===== src/rtl/acv_cfg.svh =====
// Register offsets, field positions, reset values and timing counts.
`ifndef ACV_CFG_SVH
`define ACV_CFG_SVH

// Register indices; the byte address is four times the index.
`define ACV_IDX_ICTL       8'h0b
`define ACV_IDX_PFLAGS     8'h0c
`define ACV_IDX_RES_HI     8'h1e
`define ACV_IDX_CTRL       8'h1f
`define ACV_IDX_PIE        8'h8c
`define ACV_IDX_PINSEL     8'h91
`define ACV_IDX_RES_LO     8'h9e
`define ACV_IDX_CLKSEL     8'h9f
`define ACV_IDX_IRQ_STAT   8'ha0
`define ACV_IDX_IRQ_MASK   8'ha1

// Reset values and masks of implemented bits.
`define ACV_RST_ICTL       8'h00
`define ACV_RST_PFLAGS     8'h00
`define ACV_RST_CTRL       8'h00
`define ACV_RST_PIE        8'h00
`define ACV_RST_PINSEL     8'hff
`define ACV_RST_CLKSEL     8'h00
`define ACV_MSK_FLAGS      8'hc9
`define ACV_MSK_CTRL       8'hdf
`define ACV_MSK_CLKSEL     8'h70

// Field positions.
`define ACV_BIT_GLOBAL_IE  7
`define ACV_BIT_PERIPH_IE  6
`define ACV_BIT_DONE       6
`define ACV_BIT_JUSTIFY    7
`define ACV_BIT_REF        6
`define ACV_BIT_GO         1
`define ACV_BIT_POWER      0
`define ACV_CHS_HI         4
`define ACV_CHS_LO         2
`define ACV_ADCS_HI        6
`define ACV_ADCS_LO        4

// Timing: core period, instruction cycle and internal oscillator period.
`define ACV_CLK_NS         25
`define ACV_INSTR_NS       100
`define ACV_RC_NS          4000
`define ACV_INSTR_CYC      (`ACV_INSTR_NS / `ACV_CLK_NS)
`define ACV_RC_CYC         (`ACV_RC_NS / `ACV_CLK_NS)

`endif


===== src/rtl/acv_pkg.sv =====
// Types shared by the converter control modules.
package acv_pkg;

  typedef enum logic [2:0] {
    ACV_IDLE  = 3'b001,
    ACV_DELAY = 3'b010,
    ACV_CONV  = 3'b100
  } acv_fsm_type;

  typedef struct packed {
    logic       busy;
    logic       done;
    logic [3:0] idx;
    logic [9:0] code;
  } acv_sar_state_type;

endpackage


===== src/rtl/acv_sar_if.sv =====
// Signals between the control logic and the approximation engine.
`timescale 1ns/100ps
interface acv_sar_if;
  logic       start;
  logic       abort;
  logic       tick;
  logic       comp_above;
  logic       busy;
  logic       done;
  logic [9:0] code;

  modport engine (input start, input abort, input tick, input comp_above,
                  output busy, output done, output code);
  modport ctrl (output start, output abort, output tick, output comp_above,
                input busy, input done, input code);
endinterface


===== src/rtl/acv_sar.sv =====
// Ten-bit successive approximation engine, one bit per conversion tick.
`timescale 1ns/100ps
module acv_sar (
  input  wire logic core_clk,
  input  wire logic sys_rst,
  acv_sar_if.engine sar
);

  acv_pkg::acv_sar_state_type s;
  acv_pkg::acv_sar_state_type next_s;

  // Trial code drives the comparator DAC; a done pulse ends the sequence.
  always_comb begin
    next_s = s;
    next_s.done = 1'b0;
    if (sar.abort) begin
      next_s.busy = 1'b0;
    end else if (sar.start) begin
      next_s.busy = 1'b1;
      next_s.idx  = 4'h9;
      next_s.code = 10'h200;
    end else if (s.busy && sar.tick) begin
      // Keep the trial bit only when the input lies above it.
      if (!sar.comp_above) begin
        next_s.code[s.idx] = 1'b0;
      end
      if (s.idx == 4'h0) begin
        next_s.busy = 1'b0;
        next_s.done = 1'b1;
      end else begin
        next_s.idx = s.idx - 4'h1;
        next_s.code[s.idx - 4'h1] = 1'b1;
      end
    end
  end

  // State register; the code is kept across reset and abort.
  always_ff @(posedge core_clk) begin
    if (sys_rst) begin
      s <= '{busy: 1'b0, done: 1'b0, idx: 4'h0, code: s.code};
    end else begin
      s <= next_s;
    end
  end

  assign sar.busy = s.busy;
  assign sar.done = s.done;
  assign sar.code = s.code;

endmodule // acv_sar


===== src/rtl/acv_ctrl.sv =====
// Converter control: registers, clock selection, sequencing and halt logic.
//
// Functional notes
// (RULE1) Software waits the acquisition interval after a channel change.
// (RULE2) With the internal oscillator, start waits one instruction cycle.
// (RULE3) Completion clears the run flag and loads both result bytes.
// (RULE4) Enabled converter interrupt wakes the halted device on completion.
// (RULE5) Without interrupt, halt powers converter down after finishing.
// (RULE6) Halt with another clock aborts and powers down; power bit stays.
// (RULE7) Reset restores registers and aborts; result bytes keep contents.
// (RULE8) Justify selects 8+2 left or 2+8 right split of the result.
// (RULE9) Setting run flag while powered starts a conversion.
// (RULE10) Completion sets done flag; requests only when enabled.
//
// Chosen here: register access over APB.
`timescale 1ns/100ps
`include "acv_cfg.svh"
module acv_ctrl (
  input  wire logic        core_clk,
  input  wire logic        sys_rst,
  input  wire logic        psel,
  input  wire logic        penable,
  input  wire logic        pwrite,
  input  wire logic [11:0] paddr,
  input  wire logic [31:0] pwdata,
  output logic             pready,
  output logic [31:0]      prdata,
  output logic             pslverr,
  input  wire logic        halt_mode,
  input  wire logic        comp_above,
  output logic [9:0]       dac_code,
  output logic [2:0]       channel_select,
  output logic             reference_select,
  output logic [7:0]       analog_pin_enable,
  output logic             converter_active,
  output logic             wake_req,
  output logic             irq
);

  typedef struct packed {
    logic [7:0]          ictl;
    logic [7:0]          pflags;
    logic [7:0]          pie;
    logic [7:0]          pinsel;
    logic [7:0]          ctrl;
    logic [7:0]          clksel;
    logic [7:0]          res_hi;
    logic [7:0]          res_lo;
    logic [1:0]          irq_stat;
    logic [1:0]          irq_mask;
    acv_pkg::acv_fsm_type fsm;
    logic [2:0]          delay_cnt;
    logic                halted_off;
    logic [7:0]          rc_cnt;
    logic [5:0]          pre_cnt;
    logic [31:0]         rdata;
  } acv_state_type;

  acv_state_type s;
  acv_state_type next_s;
  acv_sar_if     sar ();

  logic       start_sar;
  logic       abort_sar;
  logic       is_rc;
  logic       conv_tick;
  logic [7:0] idx;
  logic       wr_en;
  logic [7:0] wd;
  logic [1:0] events;

  // Checks that an APB byte address is word-aligned and names an implemented register.
  function automatic logic addr_ok(input logic [11:0] a);
    return (a[1:0] == 2'b00) && (a[11:10] == 2'b00) &&
           ((a[9:2] == `ACV_IDX_ICTL) || (a[9:2] == `ACV_IDX_PFLAGS) ||
            (a[9:2] == `ACV_IDX_RES_HI) || (a[9:2] == `ACV_IDX_CTRL) ||
            (a[9:2] == `ACV_IDX_PIE) || (a[9:2] == `ACV_IDX_PINSEL) ||
            (a[9:2] == `ACV_IDX_RES_LO) || (a[9:2] == `ACV_IDX_CLKSEL) ||
            (a[9:2] == `ACV_IDX_IRQ_STAT) || (a[9:2] == `ACV_IDX_IRQ_MASK));
  endfunction

  // Divider tick for the system-clock conversion rates.
  function automatic logic div_tick(input logic [2:0] sel,
                                    input logic [5:0] cnt);
    logic t;
    t = 1'b0;
    unique case (sel)
      3'b000:  t = (cnt[0] == 1'b1);
      3'b100:  t = (cnt[1:0] == 2'b11);
      3'b001:  t = (cnt[2:0] == 3'b111);
      3'b101:  t = (cnt[3:0] == 4'hf);
      3'b010:  t = (cnt[4:0] == 5'h1f);
      3'b110:  t = (cnt == 6'h3f);
      default: t = 1'b0;
    endcase
    return t;
  endfunction

  // Splits a ten-bit result into high and low bytes by justification.
  function automatic logic [15:0] justify(input logic       right,
                                          input logic [9:0] r);
    return right ? {6'h00, r[9:8], r[7:0]} : {r[9:2], r[1:0], 6'h00};
  endfunction

  // Read multiplexer for the register bank.
  function automatic logic [7:0] rd_mux(input acv_state_type st,
                                        input logic [7:0]    i);
    logic [7:0] v;
    v = 8'h00;
    unique case (i)
      `ACV_IDX_ICTL:     v = st.ictl;
      `ACV_IDX_PFLAGS:   v = st.pflags;
      `ACV_IDX_RES_HI:   v = st.res_hi;
      `ACV_IDX_CTRL:     v = st.ctrl;
      `ACV_IDX_PIE:      v = st.pie;
      `ACV_IDX_PINSEL:   v = st.pinsel;
      `ACV_IDX_RES_LO:   v = st.res_lo;
      `ACV_IDX_CLKSEL:   v = st.clksel;
      `ACV_IDX_IRQ_STAT: v = {6'h00, st.irq_stat};
      `ACV_IDX_IRQ_MASK: v = {6'h00, st.irq_mask};
      default:           v = 8'h00;
    endcase
    return v;
  endfunction

  // Bus strobes and clock selection.
  assign idx   = paddr[9:2];
  assign wr_en = psel && penable && pwrite && addr_ok(paddr);
  assign wd    = pwdata[7:0];
  assign is_rc = (s.clksel[`ACV_ADCS_LO+1:`ACV_ADCS_LO] == 2'b11);
  // (RULE9) Selected clock paces it.
  assign conv_tick = is_rc ? (s.rc_cnt == 8'(`ACV_RC_CYC - 1))
                           : div_tick(s.clksel[`ACV_ADCS_HI:`ACV_ADCS_LO],
                                      s.pre_cnt);

  // Next-state logic: software writes first, hardware events after them.
  always_comb begin
    next_s    = s;
    start_sar = 1'b0;
    abort_sar = 1'b0;
    events    = 2'b00;
    next_s.pre_cnt = s.pre_cnt + 6'h01;
    next_s.rc_cnt  = (s.rc_cnt == 8'(`ACV_RC_CYC - 1)) ? 8'h00
                                                       : s.rc_cnt + 8'h01;
    // Read data is captured in the setup cycle.
    if (psel && !penable) begin
      next_s.rdata = {24'h000000, rd_mux(s, idx)};
    end
    if (wr_en) begin
      unique case (idx)
        `ACV_IDX_ICTL:     next_s.ictl   = wd;
        `ACV_IDX_PFLAGS:   next_s.pflags = wd & `ACV_MSK_FLAGS;
        `ACV_IDX_RES_HI:   next_s.res_hi = wd;
        `ACV_IDX_CTRL:     next_s.ctrl   = wd & `ACV_MSK_CTRL;
        `ACV_IDX_PIE:      next_s.pie    = wd & `ACV_MSK_FLAGS;
        `ACV_IDX_PINSEL:   next_s.pinsel = wd;
        `ACV_IDX_RES_LO:   next_s.res_lo = wd;
        `ACV_IDX_CLKSEL:   next_s.clksel = wd & `ACV_MSK_CLKSEL;
        `ACV_IDX_IRQ_STAT: next_s.irq_stat = s.irq_stat & ~wd[1:0];
        `ACV_IDX_IRQ_MASK: next_s.irq_mask = wd[1:0];
        default:           next_s.ictl   = s.ictl;
      endcase
    end
    // A run request without power is dropped.
    if (!next_s.ctrl[`ACV_BIT_POWER]) begin
      next_s.ctrl[`ACV_BIT_GO] = 1'b0;
    end
    // (RULE6) Other clock: halt powers off.
    if (halt_mode && !is_rc) begin
      next_s.halted_off = 1'b1;
    end else if (!halt_mode) begin
      next_s.halted_off = 1'b0;
    end
    unique case (s.fsm)
      acv_pkg::ACV_IDLE: begin
        // (RULE9) Run flag starts conversion.
        if (next_s.ctrl[`ACV_BIT_GO] && !next_s.halted_off) begin
          if (is_rc) begin
            // (RULE2) One instruction delay.
            next_s.fsm       = acv_pkg::ACV_DELAY;
            next_s.delay_cnt = 3'(`ACV_INSTR_CYC - 1);
          end else begin
            start_sar  = 1'b1;
            next_s.fsm = acv_pkg::ACV_CONV;
          end
        end
      end
      acv_pkg::ACV_DELAY: begin
        if (!next_s.ctrl[`ACV_BIT_GO] || next_s.halted_off) begin
          next_s.fsm               = acv_pkg::ACV_IDLE;
          next_s.ctrl[`ACV_BIT_GO] = 1'b0;
          events[1]                = 1'b1;
        end else if (s.delay_cnt == 3'h0) begin
          // (RULE2) Start after the delay.
          start_sar  = 1'b1;
          next_s.fsm = acv_pkg::ACV_CONV;
        end else begin
          next_s.delay_cnt = s.delay_cnt - 3'h1;
        end
      end
      acv_pkg::ACV_CONV: begin
        if (!next_s.ctrl[`ACV_BIT_GO] || next_s.halted_off) begin
          // (RULE6) Abort on halt.
          abort_sar                = 1'b1;
          next_s.fsm               = acv_pkg::ACV_IDLE;
          next_s.ctrl[`ACV_BIT_GO] = 1'b0;
          events[1]                = 1'b1;
        end else if (sar.done) begin
          // (RULE3) Clear run flag, load result.
          next_s.fsm               = acv_pkg::ACV_IDLE;
          next_s.ctrl[`ACV_BIT_GO] = 1'b0;
          // (RULE8) Result justification split.
          {next_s.res_hi, next_s.res_lo} =
            justify(s.ctrl[`ACV_BIT_JUSTIFY], sar.code);
          // (RULE10) Done flag set wins.
          next_s.pflags[`ACV_BIT_DONE] = 1'b1;
          events[0]                    = 1'b1;
          // (RULE5) Power down without interrupt.
          if (halt_mode && !s.pie[`ACV_BIT_DONE]) begin
            next_s.halted_off = 1'b1;
          end
        end
      end
      default: begin
        abort_sar  = 1'b1;
        next_s.fsm = acv_pkg::ACV_IDLE;
      end
    endcase
    // Events win over a clear written in the same cycle.
    next_s.irq_stat = next_s.irq_stat | events;
  end

  // State register with synchronous reset.
  always_ff @(posedge core_clk) begin
    if (sys_rst) begin
      // (RULE7) Reset values; results kept.
      s <= '{ictl: `ACV_RST_ICTL, pflags: `ACV_RST_PFLAGS,
             pie: `ACV_RST_PIE, pinsel: `ACV_RST_PINSEL,
             ctrl: `ACV_RST_CTRL, clksel: `ACV_RST_CLKSEL,
             res_hi: s.res_hi, res_lo: s.res_lo,
             irq_stat: 2'b00, irq_mask: 2'b00,
             fsm: acv_pkg::ACV_IDLE, delay_cnt: 3'h0,
             halted_off: 1'b0, rc_cnt: 8'h00, pre_cnt: 6'h00,
             rdata: 32'h00000000};
    end else begin
      s <= next_s;
    end
  end

  // Approximation engine hookup; reset also aborts it.
  assign sar.start      = start_sar;
  assign sar.abort      = abort_sar;
  assign sar.tick       = conv_tick && (s.fsm == acv_pkg::ACV_CONV);
  assign sar.comp_above = comp_above;

  acv_sar u_sar (
    .core_clk (core_clk),
    .sys_rst  (sys_rst),
    .sar      (sar.engine)
  );

  // Bus answers: zero wait states, error on unmapped addresses.
  assign pready  = 1'b1;
  assign prdata  = s.rdata;
  assign pslverr = psel && penable && !addr_ok(paddr);

  // Analogue-side controls; the power bit stays set while halted off.
  assign dac_code          = sar.code;
  assign channel_select    = s.ctrl[`ACV_CHS_HI:`ACV_CHS_LO];
  assign reference_select  = s.ctrl[`ACV_BIT_REF];
  assign analog_pin_enable = s.pinsel;
  assign converter_active  = s.ctrl[`ACV_BIT_POWER] && !s.halted_off;

  // (RULE4) Enabled completion wakes device.
  assign wake_req = halt_mode && s.pflags[`ACV_BIT_DONE] &&
                    s.pie[`ACV_BIT_DONE];
  // (RULE10) Gated by enables.
  assign irq = |(s.irq_stat & s.irq_mask);

endmodule // acv_ctrl


===== config.mk =====
export PLATFORM = sky130hd
export DESIGN_NAME = acv_ctrl
export DESIGN_NICKNAME = d
export VERILOG_FILES = /design/src/rtl/acv_pkg.sv /design/src/rtl/acv_sar_if.sv /design/src/rtl/acv_sar.sv /design/src/rtl/acv_ctrl.sv
export VERILOG_INCLUDE_DIRS = /design/src /design/src/rtl
export SDC_FILE = /design/constraint.sdc
export NUM_CORES = 1
export LEC_CHECK = 0
export CAP_MARGIN = 20
export CELL_PAD_IN_SITES_DETAIL_PLACEMENT = 1
export CELL_PAD_IN_SITES_GLOBAL_PLACEMENT = 2
export CORE_ASPECT_RATIO = 1.25
export CORE_MARGIN = 8
export CORE_UTILIZATION = 35
export CTS_CLUSTER_SIZE = 25
export DETAILED_ROUTE_END_ITERATION = 8
export DONT_BUFFER_PORTS = 1
export GPL_TIMING_DRIVEN = 0
export PLACE_DENSITY_LB_ADDON = 0.3
export SLEW_MARGIN = 15
export SYNTH_ARGS = -nofsm -noshare
export SYNTH_HDL_FRONTEND = slang
export SYNTH_SLANG_ARGS = --single-unit
export TNS_END_PERCENT = 50

===== constraint.sdc =====
create_clock -name core_clk -period 3.43 [get_ports core_clk]
set_clock_uncertainty 0.15 [all_clocks]
set_input_delay 0.343 -clock core_clk [delete_from_list [all_inputs] [get_ports core_clk]]
set_output_delay 0.343 -clock core_clk [all_outputs]
set_load 0.1 [all_outputs]

==> flow_summary.yaml <==
logic_synthesis:
  synth_cell_type_count: 72
  post_syn_area_per_cell_sq_um: 8.83
  synthesis.area_sq_um: 5510
  synth.area.top_cells: "dfxtp_1, edfxtp_1, buf_4"
  syn-instance-count: 624
  dominantRegCellSynth: "dfxtp_1"
  netlist.area_leader.share_pct: 26.5
  async_reset_ff_share_pct: 0
  postSynthRegisterBits: 99
  netlist.top_cell.by_area: "dfxtp_1"
  number_of_synthesized_flops_with_an_enable_pin: 26
  sequential_element_share_of_the_synthesized_area_pct: 40.7
  synth.yosys.warnings: 0
drt:
  vias_per_cell: 5.21
  num_vias: 4592
  drt_pre_antenna_iters: 6
  drc_errors: 0
  drtIter0Drc: 273
  antenna_violating_nets_post_route: 0
  wirelength_microns: 16800
  detail_route.wl_per_cell_microns: 19.1
run_status:
  run_status: "finished clean"
sta:
  final-setup-viol-count: 0
  grt_setup_unrepaired: "no"
  max_freq_mhz: 319
  hold_viol: 0
  report.final.slew_viol_count: 0
  timing.max_slew.rel_slack_pct: 24.3
  max_slew.worst_pin.slew_ns: 1.13
  layout_worst_path_cycle_share_pct: 91.3
  totalNegativeSetupSlack_ns: 0
  period_needed_ns: 3.13
critical_path:
  arrival_ns: 2.96
  critical_path_class: "reg -> reg"
  timing.critical_path.required_ns: 3.26
  worst-r2r-setup-slack_ns: 0.30
  setup.worst_path.end_class: "register"
  crit_path_max_fanout: 10
  cp-start-kind: "register"
clock_network:
  tritoncts_buffers: 9
  cts_max_level: 3
  cts.clk_slew.worst_paths_ns: 0.07
  post_cts.repair.setup_buffers: 0
  cts_sinks: 99
  postCtsResizedCells: 0
  cts-root-buf: "clkbuf_16"
  max-clock-path-buffers: 2
  tritoncts: "done"
  clock_latency_ns: 0.36
  postCtsHoldBufs: 7
die:
  die_height_microns: 156
  placement_row_count: 51
  start_util_pct: 35.6
  core_area_sq_um: 15500
  die_width_microns: 128
  die-area_sq_um: 20000
  boundaryPins: 110
grt:
  largest_net_degree_at_the_start_of_global_routing: 26
  grt_pass1_wl_microns: 26300
  number_of_antenna_violations_at_the_first_check_in_global_routing: 1
  first_global_vias: 4781
  groute.usage.overall_pct: 17.0
  grt.overflow.total: 0
cells_and_area:
  area_growth_pct: 13.2
  layout.filler_cells: 1853
  antenna_diode_count: 0
  final_core_utilization_pct: 40.2
  layout.nets: 722
  drive_gt1_share_pct: 16.3
worst_hold_path:
  hp-class: "in -> reg"
placement:
  place.detailed.hpwl_microns: 12800
  io_buffers: 0
  gp_congestion: 0.824
power_and_ir_drop:
  power_per_unit_of_standard_cell_area_nw_per_um2: 416
  irDropWorstVdd_mv: 0.224
  total_leakage_power_uw: 0.00238
job:
  max_cap_viols: 0
cell usage in the layout, fill, tap and decap left out, drive strengths merged, types with 4 or more instances in the layout:
cell type and count:
a211oi 9, a21oi 80, a221oi 5, a22oi 9, and2 10, and3 7
buf 76, clkbuf 29, conb 25, dfxtp 73, dlygate4sd3 7, edfxtp 26
ha 6, inv 7, mux2i 39, nand2 50, nand2b 5, nand3 22
nor2 66, nor2b 11, nor3 20, nor4 5, o21ai 24, xor2 4
metal layers:
layer | vias to the layer above | track usage [%] | wire, microns
met5 | - | 0 | 0
met4 | 0 | 6.41 | 286
met3 | 14 | 3.47 | 790
met2 | 98 | 29.4 | 8300
met1 | 2254 | 20.2 | 7430
li1 | 2226 | - | -
registers in the layout, indices dropped and copies added (netlist names):
register           flops
analog_pin_enable      8
channel_select         3
prdata                 8
reference_select       1
s                     63
u_sar.s                4
u_sar.sar.busy         1
u_sar.sar.code        10
u_sar.sar.done         1
report_power, final:
group | total, uW | internal [uW] | switching, uW
Combinational | 308 | 67.8 | 241
Sequential | 1230 | 1220 | 13.9
Clock | 1050 | 589 | 465
synth_stat cells, types with 6 or more instances:
cell	number
buf_2	9
mux2i_1	39
buf_4	61
and3_1	7
a211oi_1	7
nor2_1	65
a22oi_1	8
clkbuf_1	18
inv_1	6
a21oi_1	80
nand3_1	21
dfxtp_1	73
nor3_1	19
and2_1	10
o21ai_0	20
nand2_1	48
ha_1	6
nor2b_1	11
edfxtp_1	26
worst max-delay path, cell delays in order, from the launching register on:
cell and delay, ns:
dfxtp_1 0.38, ha_1 0.21, and3_1 0.17, ha_1 0.15
mux2i_1 0.07, o21ai_1 0.14, a32oi_1 0.09, a21o_1 0.20
buf_2 0.18, clkbuf_1 0.24, a21oi_1 0.78
kinds of logic after synthesis:
| family | count (synthesis) | share of synthesized area, % |
|---|---|---|
| flip-flops | 99 | 40.7 |
| XOR/XNOR | 7 | 1.11 |
| buffers and inverters | 101 | 11.6 |
| other | 2 | 0.136 |
| AO/OA/AOI/OAI | 154 | 17.4 |
| adder cells (fa/ha/maj) | 6 | 1.36 |
| multiplexers | 41 | 7.56 |
| AND/OR/NAND/NOR | 214 | 20.2 |
final timing paths:
path	to	startpoint	cells past startpoint
hold reg to reg	s[38]$_SDFF_PP0_	s[38]$_SDFF_PP0_	1
setup reg to reg	u_sar.sar.code[7]$_SDFFCE_PP0P_	s[32]$_SDFF_PP0_	10
setup / recovery	u_sar.sar.code[7]$_SDFFCE_PP0P_	s[32]$_SDFF_PP0_	10
hold / removal	s[104]$_SDFFE_PP0P_	pwdata[7]	2
stage by stage:
stage / power [uW] / hold slack [ns] / setup slack [ns] / std cells / cell area [sq um]
global route: 2680 / 0.0143 / 0.0653 / 882 / 6240
global placement: 1550 / 0.280 / 0.320 / 859 / 5860
detailed placement: 1560 / 0.297 / 0.273 / 859 / 5870
finish: 2600 / 0.00550 / 0.299 / 882 / 6240
floorplan: 1520 / 0.268 / 0.790 / 647 / 5600
CTS: 2610 / 0.000355 / 0.250 / 882 / 6240
cell type report:
cell class	instances	area [sq um]	share of cell area [%]
repair buffers	7	70.1	1.12
inverters	7	26.3	0.421
flip-flops and latches	99	2240	35.9
clock inverters	5	60.1	0.962
well taps	212	265	4.25
plain buffers	94	617	9.88
clock buffers	11	243	3.89
multi-input cells	447	2720	43.5
(Power assumes the default switching activity.)
